## config.mk

```make
export PLATFORM = sky130hd
export DESIGN_NAME = pmc_regs
export DESIGN_NICKNAME = d
export VERILOG_FILES = /design/src/pkg/pmc_pkg.sv /design/src/hw/pmc_dflt.sv /design/src/hw/pmc_pstate.sv /design/src/hw/pmc_regs.sv
export SDC_FILE = /design/constraint.sdc
export NUM_CORES = 1
export LEC_CHECK = 0
export BUFFER_PORTS_ARGS = -buffer_cell sky130_fd_sc_hd__clkbuf_2
export CAP_MARGIN = 25
export CELL_PAD_IN_SITES_DETAIL_PLACEMENT = 1
export CELL_PAD_IN_SITES_GLOBAL_PLACEMENT = 2
export CORE_UTILIZATION = 35
export DETAILED_ROUTE_END_ITERATION = 10
export GPL_TIMING_DRIVEN = 0
export HOLD_SLACK_MARGIN = 0.05
export MAX_ROUTING_LAYER = met4
export PLACE_DENSITY_LB_ADDON = 0.1
export SYNTH_ARGS = -nofsm -noshare
export SYNTH_HDL_FRONTEND = slang
export SYNTH_SLANG_ARGS = --single-unit
```

## constraint.sdc

```tcl
create_clock -name mclk -period 2.7 [get_ports mclk]
set_input_delay 0.27 -clock mclk [delete_from_list [all_inputs] [get_ports mclk]]
set_output_delay 0.27 -clock mclk [all_outputs]
set_load 0.1 [all_outputs]
```

## src/pkg/pmc_pkg.sv

```systemverilog
// Summary of operation
// The revision field in bits 18:16 of the capabilities word always reads 011b.
// Capabilities bit 19 and bridge extension bits 22 and 23 always read zero.
// The device-specific-initialization bit 21 reads zero by default.
// The auxiliary current field in bits 24:22 comes out of reset as 111b.
// The D1 support bit 25 and D2 support bit 26 read one by default.
// The event support field in bits 31:27 reads 11111b by default.
// Read-only defaults are replaced only by the SMBus or EEPROM loader, never by the host.
// The power state in bits 1:0 is host-writable, reports the state and resets to D0.
// Writing D0 while in D3hot causes a hot reset without touching the external reset pin.
// Bit 3 resets to one; when it is zero the D3hot to D0 step also resets internally.
// Bit 8 is a host-writable event enable, reset to zero, that permits event requests.
// Bit 15 flags a pending event for functions 0 and 1, is write-one-to-clear, zero for 2.
// The message-interrupt capability ID byte always reads 05h.
// The message-interrupt next pointer resets to E0h and is loadable by the loader.
// MSI enable, message enable, address and data are writable and inert; the rest reads 0.
// Host writes to read-only or reserved bits are ignored and reserved bits read zero.
package pmc_pkg;
  // Dword offsets in configuration space
  localparam logic [7:0] PMC_OFF_CAP = 8'h80;
  localparam logic [7:0] PMC_OFF_CTL = 8'h84;
  localparam logic [7:0] PMC_OFF_MCTL = 8'h8C;
  localparam logic [7:0] PMC_OFF_MADR = 8'h90;
  localparam logic [7:0] PMC_OFF_MDAT = 8'h94;
  // Capabilities word fields
  localparam int PMC_REV = 16;
  localparam int PMC_DSI = 21;
  localparam int PMC_AUX = 22;
  localparam int PMC_D1 = 25;
  localparam int PMC_D2 = 26;
  localparam int PMC_PSUP = 27;
  localparam logic [2:0] PMC_REV_VAL = 3'h3;
  // Control and status word fields
  localparam int PMC_PST = 0;
  localparam int PMC_NSR = 3;
  localparam int PMC_PMEEN = 8;
  localparam int PMC_DSEL = 9;
  localparam int PMC_PMEST = 15;
  // Message interrupt fields
  localparam logic [7:0] PMC_MSI_ID = 8'h05;
  localparam int PMC_MNEXT = 8;
  localparam int PMC_MEN = 16;
  localparam int PMC_MME = 20;
  localparam int PMC_MADR = 2;
  // Function that has no event status
  localparam logic [1:0] PMC_FN_NO_PME = 2'h2;

  typedef enum logic [1:0] {PMC_D0, PMC_D1S, PMC_D2S, PMC_D3HOT} pmc_pstate_t;

  typedef struct packed {
    logic wr;
    logic rd;
    logic [7:0] addr;
    logic [3:0] be;
    logic [31:0] wdata;
  } pmc_cfg_req_t;

  typedef struct packed {
    logic dsi;
    logic [2:0] aux;
    logic d1;
    logic d2;
    logic [4:0] pme_sup;
    logic no_soft_rst;
    logic [7:0] msi_next;
  } pmc_dflt_t;

  localparam pmc_dflt_t PMC_DFLT_RST = '{dsi: 1'h0, aux: 3'h7, d1: 1'h1, d2: 1'h1,
    pme_sup: 5'h1F, no_soft_rst: 1'h1, msi_next: 8'hE0};

  function automatic logic [31:0] pmc_merge(input logic [31:0] old, input logic [31:0] wd,
                                            input logic [3:0] be);
    for (int i = 0; i < 4; i++) begin
      pmc_merge[8*i +: 8] = be[i] ? wd[8*i +: 8] : old[8*i +: 8];
    end
  endfunction : pmc_merge

  function automatic logic pmc_hit(input pmc_cfg_req_t r, input logic [7:0] off);
    return r.addr[7:2] == off[7:2];
  endfunction : pmc_hit
endpackage : pmc_pkg

```

## src/hw/pmc_dflt.sv

```systemverilog
`timescale 1ns/1ps
module pmc_dflt import pmc_pkg::*; (
  // Clock and reset
  input wire logic mclk,
  input wire logic srst,
  // Image from the SMBus or EEPROM loader
  input wire logic ld_valid,
  input wire pmc_dflt_t ld_data,
  // Current image
  output pmc_dflt_t dflt_q
);
  logic loaded_q;

  // Host has no path in here at all
  always_ff @(posedge mclk) begin
    if (srst) begin
      dflt_q <= PMC_DFLT_RST;
    end else if (ld_valid) begin
      dflt_q <= ld_data;
    end
  end

  always_ff @(posedge mclk) begin
    if (srst) begin
      loaded_q <= 1'h0;
    end else if (ld_valid) begin
      loaded_q <= 1'h1;
    end
  end
endmodule : pmc_dflt

```

## src/hw/pmc_pstate.sv

```systemverilog
`timescale 1ns/1ps
module pmc_pstate import pmc_pkg::*; (
  // Clock and reset
  input wire logic mclk,
  input wire logic srst,
  // Host write of the state field, and the skip flag from the default image
  input wire logic wr_en,
  input wire pmc_pstate_t wr_state,
  input wire logic no_soft_rst,
  // State and reset pulses
  output pmc_pstate_t pstate_q,
  output logic hot_rst_q,
  output logic int_rst_q
);
  logic wake_d;

  assign wake_d = wr_en && pstate_q == PMC_D3HOT && wr_state == PMC_D0;

  always_ff @(posedge mclk) begin
    if (srst) begin
      pstate_q <= PMC_D0;
    end else if (wr_en) begin
      pstate_q <= wr_state;
    end
  end

  // External link reset pin is never driven from here
  always_ff @(posedge mclk) begin
    if (srst) begin
      hot_rst_q <= 1'h0;
      int_rst_q <= 1'h0;
    end else begin
      hot_rst_q <= wake_d;
      int_rst_q <= wake_d && !no_soft_rst;
    end
  end
endmodule : pmc_pstate

```

## src/hw/pmc_regs.sv

```systemverilog
`timescale 1ns/1ps
module pmc_regs import pmc_pkg::*; (
  // Clock and reset
  input wire logic mclk,
  input wire logic srst,
  // Configuration access
  input wire pmc_cfg_req_t cfg_req,
  output logic [31:0] cfg_rdata_q,
  output logic cfg_ack_q,
  // Function number strap
  input wire logic [1:0] fn_id,
  // Default image from SMBus or EEPROM loader
  input wire logic ld_valid,
  input wire pmc_dflt_t ld_data,
  // Power management events
  input wire logic pme_event,
  output logic pme_req_q,
  // Power state and resets
  output pmc_pstate_t pstate_q,
  output logic hot_reset_q,
  output logic int_reset_q
);
  pmc_dflt_t dflt_q;

  logic hit_cap;
  logic hit_ctl;
  logic hit_mctl;
  logic hit_madr;
  logic hit_mdat;

  logic wr_ctl;
  logic wr_mctl;
  logic wr_madr;
  logic wr_mdat;

  logic has_pme;

  logic pme_en_q;
  logic [3:0] dsel_q;
  logic pme_st_q;

  logic msi_en_q;
  logic [2:0] mme_q;
  logic [29:0] madr_q;
  logic [15:0] mdat_q;

  logic [31:0] madr_mrg;
  logic [31:0] mdat_mrg;
  logic [31:0] rd_d;

  // Address decode; byte offset bits are ignored
  assign hit_cap = pmc_hit(cfg_req, PMC_OFF_CAP);
  assign hit_ctl = pmc_hit(cfg_req, PMC_OFF_CTL);
  assign hit_mctl = pmc_hit(cfg_req, PMC_OFF_MCTL);
  assign hit_madr = pmc_hit(cfg_req, PMC_OFF_MADR);
  assign hit_mdat = pmc_hit(cfg_req, PMC_OFF_MDAT);

  // Capability word has no write path at all
  assign wr_ctl = cfg_req.wr && hit_ctl;
  assign wr_mctl = cfg_req.wr && hit_mctl;
  assign wr_madr = cfg_req.wr && hit_madr;
  assign wr_mdat = cfg_req.wr && hit_mdat;

  assign has_pme = fn_id != PMC_FN_NO_PME;

  pmc_dflt u_dflt (
    .mclk(mclk),
    .srst(srst),
    .ld_valid(ld_valid),
    .ld_data(ld_data),
    .dflt_q(dflt_q)
  );

  pmc_pstate u_pstate (
    .mclk(mclk),
    .srst(srst),
    .wr_en(wr_ctl && cfg_req.be[0]),
    .wr_state(pmc_pstate_t'(cfg_req.wdata[PMC_PST +: 2])),
    .no_soft_rst(dflt_q.no_soft_rst),
    .pstate_q(pstate_q),
    .hot_rst_q(hot_reset_q),
    .int_rst_q(int_reset_q)
  );

  // Event enable and data select live in byte 1
  always_ff @(posedge mclk) begin
    if (srst) begin
      pme_en_q <= 1'h0;
      dsel_q <= 4'h0;
    end else if (wr_ctl && cfg_req.be[1]) begin
      pme_en_q <= cfg_req.wdata[PMC_PMEEN];
      dsel_q <= cfg_req.wdata[PMC_DSEL +: 4];
    end
  end

  // New event wins over a clear in the same cycle
  always_ff @(posedge mclk) begin
    if (srst) begin
      pme_st_q <= 1'h0;
    end else if (!has_pme) begin
      pme_st_q <= 1'h0;
    end else if (pme_event) begin
      pme_st_q <= 1'h1;
    end else if (wr_ctl && cfg_req.be[1] && cfg_req.wdata[PMC_PMEST]) begin
      pme_st_q <= 1'h0;
    end
  end

  // Request only while the host allows it
  always_ff @(posedge mclk) begin
    if (srst) begin
      pme_req_q <= 1'h0;
    end else begin
      pme_req_q <= pme_st_q && pme_en_q;
    end
  end

  // Message interrupt fields are storage only, nothing is ever sent
  always_ff @(posedge mclk) begin
    if (srst) begin
      msi_en_q <= 1'h0;
      mme_q <= 3'h0;
    end else if (wr_mctl && cfg_req.be[2]) begin
      msi_en_q <= cfg_req.wdata[PMC_MEN];
      mme_q <= cfg_req.wdata[PMC_MME +: 3];
    end
  end

  assign madr_mrg = pmc_merge({madr_q, 2'h0}, cfg_req.wdata, cfg_req.be);
  assign mdat_mrg = pmc_merge({16'h0000, mdat_q}, cfg_req.wdata, cfg_req.be);

  always_ff @(posedge mclk) begin
    if (srst) begin
      madr_q <= 30'h0;
    end else if (wr_madr) begin
      madr_q <= madr_mrg[31:PMC_MADR];
    end
  end

  always_ff @(posedge mclk) begin
    if (srst) begin
      mdat_q <= 16'h0000;
    end else if (wr_mdat) begin
      mdat_q <= mdat_mrg[15:0];
    end
  end

  // Read image; every bit not placed here reads zero
  always_comb begin
    rd_d = 32'h0;
    if (hit_cap) begin
      rd_d[PMC_REV +: 3] = PMC_REV_VAL;
      rd_d[PMC_DSI] = dflt_q.dsi;
      rd_d[PMC_AUX +: 3] = dflt_q.aux;
      rd_d[PMC_D1] = dflt_q.d1;
      rd_d[PMC_D2] = dflt_q.d2;
      rd_d[PMC_PSUP +: 5] = dflt_q.pme_sup;
    end else if (hit_ctl) begin
      rd_d[PMC_PST +: 2] = pstate_q;
      rd_d[PMC_NSR] = dflt_q.no_soft_rst;
      rd_d[PMC_PMEEN] = pme_en_q;
      rd_d[PMC_DSEL +: 4] = dsel_q;
      rd_d[PMC_PMEST] = pme_st_q && has_pme;
    end else if (hit_mctl) begin
      rd_d[7:0] = PMC_MSI_ID;
      rd_d[PMC_MNEXT +: 8] = dflt_q.msi_next;
      rd_d[PMC_MEN] = msi_en_q;
      rd_d[PMC_MME +: 3] = mme_q;
    end else if (hit_madr) begin
      rd_d[31:PMC_MADR] = madr_q;
    end else if (hit_mdat) begin
      rd_d[15:0] = mdat_q;
    end
  end

  // One-cycle answer to every access, mapped or not
  always_ff @(posedge mclk) begin
    if (srst) begin
      cfg_rdata_q <= 32'h0;
      cfg_ack_q <= 1'h0;
    end else begin
      cfg_rdata_q <= cfg_req.rd ? rd_d : 32'h0;
      cfg_ack_q <= cfg_req.rd || cfg_req.wr;
    end
  end
endmodule : pmc_regs

```

# Word level (Yosys, flattened, before mapping)
# Cells that the tools add are included.
dict set report totals {
  reg_bits 114
  out_inout_bits 38
  word_cells 84
}
dict set report classes {
  eq_ne 7
  muxes 17
  n_bitwise 3
  reduce_logical 29
}
# cell count
set ops {}
lappend ops {{16-bit two-way mux} 3}
lappend ops {{6-bit == test (second input constant)} 5}
lappend ops {{17-bit two-way mux} 1}
lappend ops {{14-bit two-way mux} 1}
lappend ops {{1-bit logical AND} 13}
lappend ops {{2-bit AND reduction} 6}
lappend ops {{11-bit two-way mux} 1}
lappend ops {{9-bit two-way mux} 1}
lappend ops {{2-bit two-way mux} 3}
lappend ops {{3-bit two-way mux} 2}
lappend ops {{6-bit OR reduction} 1}
lappend ops {{5-bit two-way mux} 1}
lappend ops {{5-bit OR reduction} 1}
lappend ops {{1-bit two-way mux} 4}
lappend ops {{2-bit OR reduction} 2}
lappend ops {{4-bit OR reduction} 1}
lappend ops {{1-bit inverter} 3}
lappend ops {{3-bit OR reduction} 1}
lappend ops {{2-bit == test (second input constant)} 1}
lappend ops {{2-bit logical NOT} 1}
lappend ops {{2-bit inequality test (second input constant)} 1}
lappend ops {{2-bit nonzero test} 1}
lappend ops {{1-bit logical NOT} 1}
lappend ops {{1-bit logical OR} 1}

# Depth between registers and ports, before layout
# Gate-level depths: netlist (run 1).
dict set report logic_depth {
  ltp_word 6
  ltp_mapped 7
  ltp_nobuf 4
}

# Modules after synthesis
# Synthesis (run 1) repeated with hierarchy kept, for this count alone.
dict set report hier_totals {
  hier_cells 411
  area_unflattened_um2 4346.7
}
# module n_inst cells_each area_per_inst_um2 seq_area_each_um2
set by_module_without_submodules {}
lappend by_module_without_submodules {pmc_regs 1 335 3462.1 1801.7}
lappend by_module_without_submodules {pmc_dflt 1 65 750.7 400.4}
lappend by_module_without_submodules {pmc_pstate 1 11 133.9 80.1}

# Worst setup path after synthesis (run 1)
# No wires, ideal clock.
dict set report synth_path {
  kind {input -> register}
  startpoint {in cfg_req[40] in the netlist's numbering}
  endpoint {reg dsel_q[0]}
  arrival_time_ns 1.540
  t_required_ns 2.572
  slack_ns 1.032
  stages 5
  path_cell_list {or4b_1 buf_6 nor3_4 mux2i_1 nor2_1}
}
dict set report synth_between {
  elab_chain_cells 3
}
# element line_no
set synth_rtl {}
lappend synth_rtl {{start: declaration} pmc_regs.sv:7} ;# input wire pmc_cfg_req_t cfg_req,
lappend synth_rtl {{6-bit == test} pmc_pkg.sv:79} ;# return r.addr[7:2] == off[7:2];
lappend synth_rtl {{1-bit logical AND} pmc_regs.sv:59} ;# assign wr_ctl = cfg_req.wr && hit_ctl;
lappend synth_rtl {{1-bit logical AND} pmc_regs.sv:90} ;# end else if (wr_ctl && cfg_req.be[1]) begin
lappend synth_rtl {{end signal: assignment} pmc_regs.sv:92} ;# dsel_q <= cfg_req.wdata[PMC_DSEL +: 4];
lappend synth_rtl {{end: declaration} pmc_regs.sv:39} ;# logic [3:0] dsel_q;
# Every way passes these cells.
# A chain may end at the register's enable or synchronous reset.

# Worst setup path in the final report (run 1)
dict set report layout_path {
  startpoint {in cfg_req[39] in the netlist's numbering}
  endpoint {reg cfg_rdata_q[11]}
}
dict set report layout_between {
  elab_chain_cells 5
  elab_cells_between_ends 10
  cone_classes {eq/ne: 5; mux: 4; reduce/logical: 1}
}
# element line_no
set layout_rtl {}
lappend layout_rtl {{6-bit == test} pmc_pkg.sv:79}
lappend layout_rtl {{16-bit two-way mux} pmc_regs.sv:171} ;# end else if (hit_mdat) begin
lappend layout_rtl {{14-bit two-way mux} pmc_regs.sv:169} ;# end else if (hit_madr) begin
lappend layout_rtl {{17-bit two-way mux} pmc_regs.sv:164} ;# end else if (hit_mctl) begin
lappend layout_rtl {{5-bit two-way mux} pmc_regs.sv:158} ;# end else if (hit_ctl) begin
lappend layout_rtl {{end signal: assignment} pmc_regs.sv:182} ;# cfg_rdata_q <= cfg_req.rd ? rd_d : 32'h0;
lappend layout_rtl {{end: declaration} pmc_regs.sv:8} ;# output logic [31:0] cfg_rdata_q,
# Several ways; a longest one is shown, not always the timed one.

==> key figures, run 1 <==
Timing
  – Fmax: 540.1 MHz
  – Setup TNS: 0 ps
  – Final hold violations: 0
  – Finish-stage setup viols: 0
  – Period minus WS final: 1852 ps
  – Final Max Tran Viols: 0
  – RSZ-0062 raised after global routing: false
  – Tcrit/Tclk final: 68.58%
  – Hold slack: 68.97 ps
  – Final Skew: 7.928 ps
  – Worst Max-Slew Pin Slew: 816.0 ps
  – Slew Limit Headroom: 45.60%

Place
  – PortBufs: 106
  – Cell Area, Placed: 0.005142 mm²
  – RD Place Congestion: 0.7763
  – Post-DP HPWL: 9.318 mm

Detailed routing
  – Pre-antenna DRT Iters: 4
  – Post-route ant nets: 0
  – Drt wl/cell: 18.02 µm
  – Final wirelength: 13.39 mm
  – Total number of vias: 3,650
  – Post-route DRC: 0
  – Vias per cell: 4.913
  – Initial drt markers: 131

Clock tree
  – Clk_lat worst skew: 420 ps
  – Post-cts sizing count: 0
  – Root Buffer: clkbuf_16
  – Hold_buf cts: 6
  – Clk sinks: 114
  – Post-CTS Setup Inserts: 0
  – Clock-pin slew on the worst setup and hold paths: 60 ps
  – H-tree depth: 4
  – Number of buffers created by CTS: 17
  – CTS Buffer Depth: 2
  – CTS tree: built

Floorplan
  – Die H: 114.1 µm
  – Die width: 114.1 µm
  – Core area: 0.01211 mm²
  – Die footprint: 0.01303 mm²
  – Starting Density: 36.34%
  – I/O pins: 110
  – Placement row count: 40

Worst setup path
  – Req. time, crit path: 3020 ps
  – Crit path to: cfg_rdata_q[11]$_SDFF_PP0_
  – R2R Path End: cfg_rdata_q[8]$_SDFF_PP0_
  – Worst reg2reg path depth: 3
  – CP cell instances: clkbuf_1 > nor2b_1 > buf_2 > and2_1 > clkbuf_1 > a21oi_1 > a211oi_1
  – Cell mode on critical path: clkbuf_1
  – Crit path launch: cfg_req[39]
  – Critical path class: primary input to flip-flop
  – Critical Path Start Type: primary input
  – Buffers & Inverters on Critical Path: 3
  – Crit path max-delay cell type: clkbuf_1
  – FF-to-FF setup slack: 1620 ps
  – Worst reg2reg path startpoint: mdat_q[8]$_SDFFE_PP0P_
  – CP top delay family: buffers and inverters
  – CP max stage delay: 570 ps
  – Critical Path End Type: flip-flop
  – Maximum fanout along the worst path: 10
  – Crit path DAT: 2170 ps
  – CP Depth: 7

Global routing
  – Total track usage: 22.91%
  – First-pass GRT wire length: 20.90 mm
  – Largest net degree at the start of global routing: 17
  – Grt total ovfl: 0
  – Vias in the first global route: 3,874
  – Initial antenna violation count: 0

Logic synthesis
  – Number of synthesized flops with an enable pin: 0
  – Seq/Total Area, Yosys: 51.85%
  – Yosys warning total: 0
  – Synthesized flop and latch total: 114
  – Leading area contributor after synthesis: dfxtp_1
  – Syn Inst Count: 431
  – Area share of the largest cell type after synthesis: 51.85%
  – Netlist cell types: 40
  – Syn_area_per_cell: 10.21 µm²
  – Synth Flop Type: dfxtp_1
  – Synthesized cell area: 0.004402 mm²
  – Syn Nets: 503
  – Largest cells by area after synthesis: dfxtp_1, mux2i_1, nor2_1
  – Async set-reset flop share out of synthesis: 0%

Power and ir drop
  – Combinational power share: 5.8%
  – Power, Total: 0.004274 W
  – Worst vdd ir: 0.5140 mV
  – Leak Pwr: 2.722 nW
  – Pwr Density: 735.0 mW/mm²
  – Switching share of power: 22.71%
  – Clk network pwr share: 53.9%
  – Sequential power share: 40.3%
  – P_sw: 0.0009706 W
  – P_int: 0.003304 W

Layout
  – Fin area: 0.005816 mm²
  – Fill count: 1,404
  – Diodes inserted: 0
  – Commonest non-fill, non-tap cells in the layout: dfxtp_1, clkbuf_2, nor2_1
  – Final net count: 634
  – Most common library cell in the layout ignoring fill and taps: dfxtp_1
  – P&R area growth vs syn: 32.12%
  – Share of layout cells above drive strength 1: 28.35%

Run status
  – Status: completed

Flow run
  – Max-cap viol count: 0

Worst hold path
  – Worst min-delay path category: primary input to flip-flop
Yosys cell counts, drive strengths merged, types with 2 or more instances:
master  number
dfxtp      114
nor2        84
mux2i       68
nor2b       19
clkbuf      17
a211o       14
nand2       12
o21ai       12
buf         11
a22o         9
mux2         9
a21oi        8
a21o         7
nand4        5
a221oi       4
and2         4
nand3        4
a31oi        3
a32oi        3
inv          3
nand2b       3
nor3         3
nor3b        3
a211oi       2
a22oi        2
and3         2
nor4         2
kinds of logic after synthesis:
kind of cell | Yosys count | share of synthesized area (%)
muxes | 77 | 17.77
and+or+nand+nor | 142 | 15.72
AOI/OAI and AO/OA | 67 | 11.57
buffers and inverters | 31 | 3.098
DFF | 114 | 51.85
sequential cells by signal, indices dropped and copies added (netlist names), 2 cells and up:
| signal | flops |
|---|---|
| cfg_rdata_q | 32 |
| mme_q | 3 |
| mdat_q | 16 |
| dsel_q | 4 |
| madr_q | 30 |
| u_dflt.dflt_q | 20 |
| u_pstate.pstate_q | 2 |
area by class of cell:
| type | count | area [µm²] | share of cell area, % |
|---|---|---|---|
| Sequential cell | 114 | 2282 | 39.24 |
| Multi-Input combinational cell | 286 | 1983 | 34.10 |
| Timing Repair Buffer | 112 | 590.6 | 10.15 |
| Clock buffer | 20 | 456.7 | 7.853 |
| Tap cell | 168 | 210.2 | 3.614 |
| Clock inverter | 12 | 156.4 | 2.689 |
| Buffer | 28 | 125.1 | 2.151 |
| Inverter | 3 | 11.26 | 0.1936 |
layer usage:
layer	up-vias	global-route usage, %	share of wire, %
met4	0	9.177	1.9
met3	20	6.353	3.7
met1	1766	25.36	43
met5	-	-	0
met2	84	38.99	52
li1	1780	-	-
worst register-to-register path, stage by stage (launching register included):
cell and delay (ps):
dfxtp_1 330, mux2_2 150, a21oi_1 70, a221oi_1 390
stage by stage:
step / cells / setup slack (ps) / util [%]
6_report: 743 / 848.4 / 48.02
3_5_place_dp: 705 / 452.5 / 42.46
4_1_cts: 743 / 880.7 / 48.02
3_3_place_gp: 705 / 475.4 / 42.46
5_1_grt: 743 / 657.3 / 48.02
2_1_floorplan: 431 / 1032 / -
how the worst min path moves through the flow:
stage / startpoint / slack, ps / end / depth (start not counted)
global placement: madr_q[17]$_SDFFE_PP0P_ / 430 / cfg_rdata_q[19]$_SDFF_PP0_ / 1
finish: ld_data[9] / 70 / u_dflt.dflt_q[9]$_SDFFE_PP1P_ / 2
CTS: ld_data[12] / 50 / u_dflt.dflt_q[12]$_SDFFE_PP1P_ / 2
detailed placement: madr_q[15]$_SDFFE_PP0P_ / 440 / cfg_rdata_q[17]$_SDFF_PP0_ / 1
floorplan: cfg_req[15] / 370 / pme_st_q$_SDFFE_PP0P_ / 1
global route: ld_data[9] / 60 / u_dflt.dflt_q[9]$_SDFFE_PP1P_ / 2
power groups by stage:
stage          Clock, W  Combinational [W]  Sequential [W]
6_report        0.00230           0.000246         0.00172
4_1_cts         0.00236           0.000249         0.00172
3_5_place_dp          0           0.000239         0.00176
3_3_place_gp          0           0.000235         0.00176
5_1_grt         0.00244           0.000268         0.00173
2_1_floorplan         0           0.000110         0.00177
Power figures use the tool's default switching activity.
==> run 2, diff against run 1 <==
Settings changed: ABC_AREA from default to 1, CORE_UTILIZATION 35 to 29.
Clock period 2.7 ns to 1.85 ns, I/O delays scaled along.
==> run 2 against run 1 <==
Against the previous run: via count increased by 20%; non-clock buffer count increased by 40; register-to-register slack lost 600 ps; final area is 9.9% higher.
==> key figures, run 2 <==
Timing
  – Hold slack: 51.80 ps (-17.17 ps)
  – Setup TNS: 0 ps (unchanged)
  – Tcrit/Tclk final: 79.61%
  – Final Max Tran Viols: 0 (unchanged)
  – Final hold violations: 0 (unchanged)
  – Fmax: 679.0 MHz
  – Worst Max-Slew Pin Slew: 627.6 ps (-188.3 ps)
  – Final Skew: 7.621 ps (-0.3063 ps)
  – Period minus WS final: 1473 ps
  – Slew Limit Headroom: 58.16% (+13 points)
  – Finish-stage setup viols: 0 (unchanged)
  – RSZ-0062 raised after global routing: false

Detailed routing
  – Post-route DRC: 0 (unchanged)
  – Final wirelength: 14.60 mm (+9.0%)
  – Post-route ant nets: 0 (unchanged)
  – Pre-antenna DRT Iters: 4 (unchanged)
  – Drt wl/cell: 14.88 µm (-17%)
  – Total number of vias: 4,396 (+20%)
  – Initial drt markers: 164 (+25%)
  – Vias per cell: 4.481 (-8.8%)

Clock tree
  – Number of buffers created by CTS: 17 (unchanged)
  – Clk sinks: 114 (unchanged)
  – CTS tree: built
  – CTS Buffer Depth: 2 (unchanged)
  – Clk_lat worst skew: 420 ps (about the same)
  – Hold_buf cts: 52 (+46)
  – Post-CTS Setup Inserts: 0 (unchanged)
  – Post-cts sizing count: 0 (unchanged)
  – Root Buffer: clkbuf_16
  – Clock-pin slew on the worst setup and hold paths: 50 ps (about the same)
  – H-tree depth: 4 (unchanged)

Logic synthesis
  – Synth Flop Type: dfxtp_1
  – Leading area contributor after synthesis: dfxtp_1
  – Seq/Total Area, Yosys: 51.19% (-0.65 points)
  – Syn_area_per_cell: 7.344 µm² (-28%)
  – Yosys warning total: 0 (unchanged)
  – Syn Nets: 679 (+35%)
  – Top post-synthesis cells by count: nand2_1, dfxtp_1, nor2_1, inv_1, a21oi_1
  – Async set-reset flop share out of synthesis: 0% (unchanged)
  – Area share of the largest cell type after synthesis: 51.19% (-0.65 points)
  – Most common cell in the netlist: nand2_1
  – Netlist cell types: 26 (-35%)
  – Synthesized flop and latch total: 114 (unchanged)
  – Largest cells by area after synthesis: dfxtp_1, nand2_1, nor2_1
  – Number of synthesized flops with an enable pin: 0 (unchanged)
  – Synthesized cell area: 0.004458 mm² (+1.3%)
  – Syn Inst Count: 607 (+41%)

Floorplan
  – Die width: 126.0 µm (+10%)
  – Die H: 126.0 µm (+10%)
  – I/O pins: 110 (unchanged)
  – Die footprint: 0.01587 mm² (+22%)
  – Core area: 0.01475 mm² (+22%)
  – Starting Density: 30.22% (-6.1 points)
  – Placement row count: 44 (+10%)

Worst setup path
  – CP top delay family: buffers and inverters
  – CP cell instances: clkbuf_2
  – CP max stage delay: 490 ps (-80 ps)
  – Crit path DAT: 1290 ps (-880 ps)
  – Critical Path End Type: output port
  – Critical path class: flip-flop to output port
  – Critical Path Start Type: flip-flop
  – Crit path max-delay cell type: clkbuf_2
  – Maximum fanout along the worst path: 4 (-6)
  – Buffers & Inverters on Critical Path: 1 (-2)
  – Req. time, crit path: 1660 ps (-1360 ps)

Place
  – Post-DP HPWL: 10.74 mm (+15%)
  – PortBufs: 105 (-0.94%)
  – RD Place Congestion: 0.7950 (+2.4%)

Layout
  – P&R area growth vs syn: 43.42%
  – Largest regs: cfg_rdata_q x32, madr_q x30, u_dflt.dflt_q x20
  – Largest register FFs: 32 (unchanged)
  – Final net count: 855 (+35%)
  – Most common library cell in the layout ignoring fill and taps: nand2_1
  – Biggest register: cfg_rdata_q
  – Commonest non-fill, non-tap cells in the layout: nand2_1, dfxtp_1, clkbuf_2
  – Share of layout cells above drive strength 1: 22.36% (-6.0 points)

Worst hold path
  – Worst min-delay path category: primary input to flip-flop

Power and ir drop
  – Leak Pwr: 2.963 nW (+8.9%)
  – Pwr Density: 1017 mW/mm² (+38%)
  – Worst vdd ir: 0.6201 mV (+21%)

Global routing
  – Grt total ovfl: 0 (unchanged)
  – First-pass GRT wire length: 23.35 mm (+12%)
  – Largest net degree at the start of global routing: 17 (unchanged)
  – Total track usage: 20.06% (-2.9 points)
  – Initial antenna violation count: 1 (+1)
  – Vias in the first global route: 4,612 (+19%)

Flow run
  – Max-cap viol count: 0 (unchanged)

Run status
  – Status: completed
run 2: cell type report:
class	instances	area, µm²
Clock inverter	9	148.9
Inverter	60	227.7
Fill cell	1858	8361
Tap cell	184	230.2
Timing Repair Buffer	157	1046
Buffer	23	133.9
Antenna cell	1	2.502
Sequential cell	114	2282
Multi-Input combinational cell	410	1814
Clock buffer	23	508.0
run 2: logic make-up (layout without fill, tap and decap cells):
| logic type | after synthesis | count (layout) | share of synthesized area, % |
|---|---|---|---|
| AO/OA/AOI/OAI | 76 | 76 | 9.430 |
| buffers and inverters | 83 | 272 | 8.111 |
| flip-flops | 114 | 114 | 51.19 |
| other | 0 | 1 | 0 |
| AND/OR/NAND/NOR | 334 | 334 | 31.27 |
run 2: through the flow:
stage	instance area, µm²	cells	power, W	setup slack, ps	utilization [%]
2_1_floorplan	4458	607	0.002712	425.4	-
3_3_place_gp	5214	896	0.002868	139.8	35.34
3_5_place_dp	5214	896	0.002875	149.1	35.34
4_1_cts	6391	980	0.006581	355.7	43.32
5_1_grt	6394	981	0.006729	313.3	43.33
6_report	6394	981	0.006504	377.3	43.33
run 2: path summary, 6_finish.rpt:
check	start	to	slack [ps]	depth (start not counted)
hold / removal	cfg_req[21]	mme_q[1]$_SDFFE_PP0P_	50	3
hold reg to reg	madr_q[16]$_SDFFE_PP0P_	cfg_rdata_q[18]$_SDFF_PP0_	430	2
setup reg to reg	u_dflt.dflt_q[7]$_SDFFE_PP1P_	cfg_rdata_q[15]$_SDFF_PP0_	1020	4
setup / recovery	u_pstate.pstate_q[0]$_SDFFE_PP0P_	pstate_q[0]	380	1
run 2: power by group:
group	total, W	internal [W]	switching, W
clock network	0.00360	0.00246	0.00114
registers	0.00252	0.00250	0.0000233
logic	0.000384	0.000170	0.000215
run 2: metal layers:
layer  vias up  global-route usage [%]  part of all wire (%)
met1      2024                   24.11                    46
met4         0                   6.378                   1.0
met5         -                       -                     0
li1       2251                       -                     -
met3        13                   5.438                   5.7
met2       108                   32.56                    48
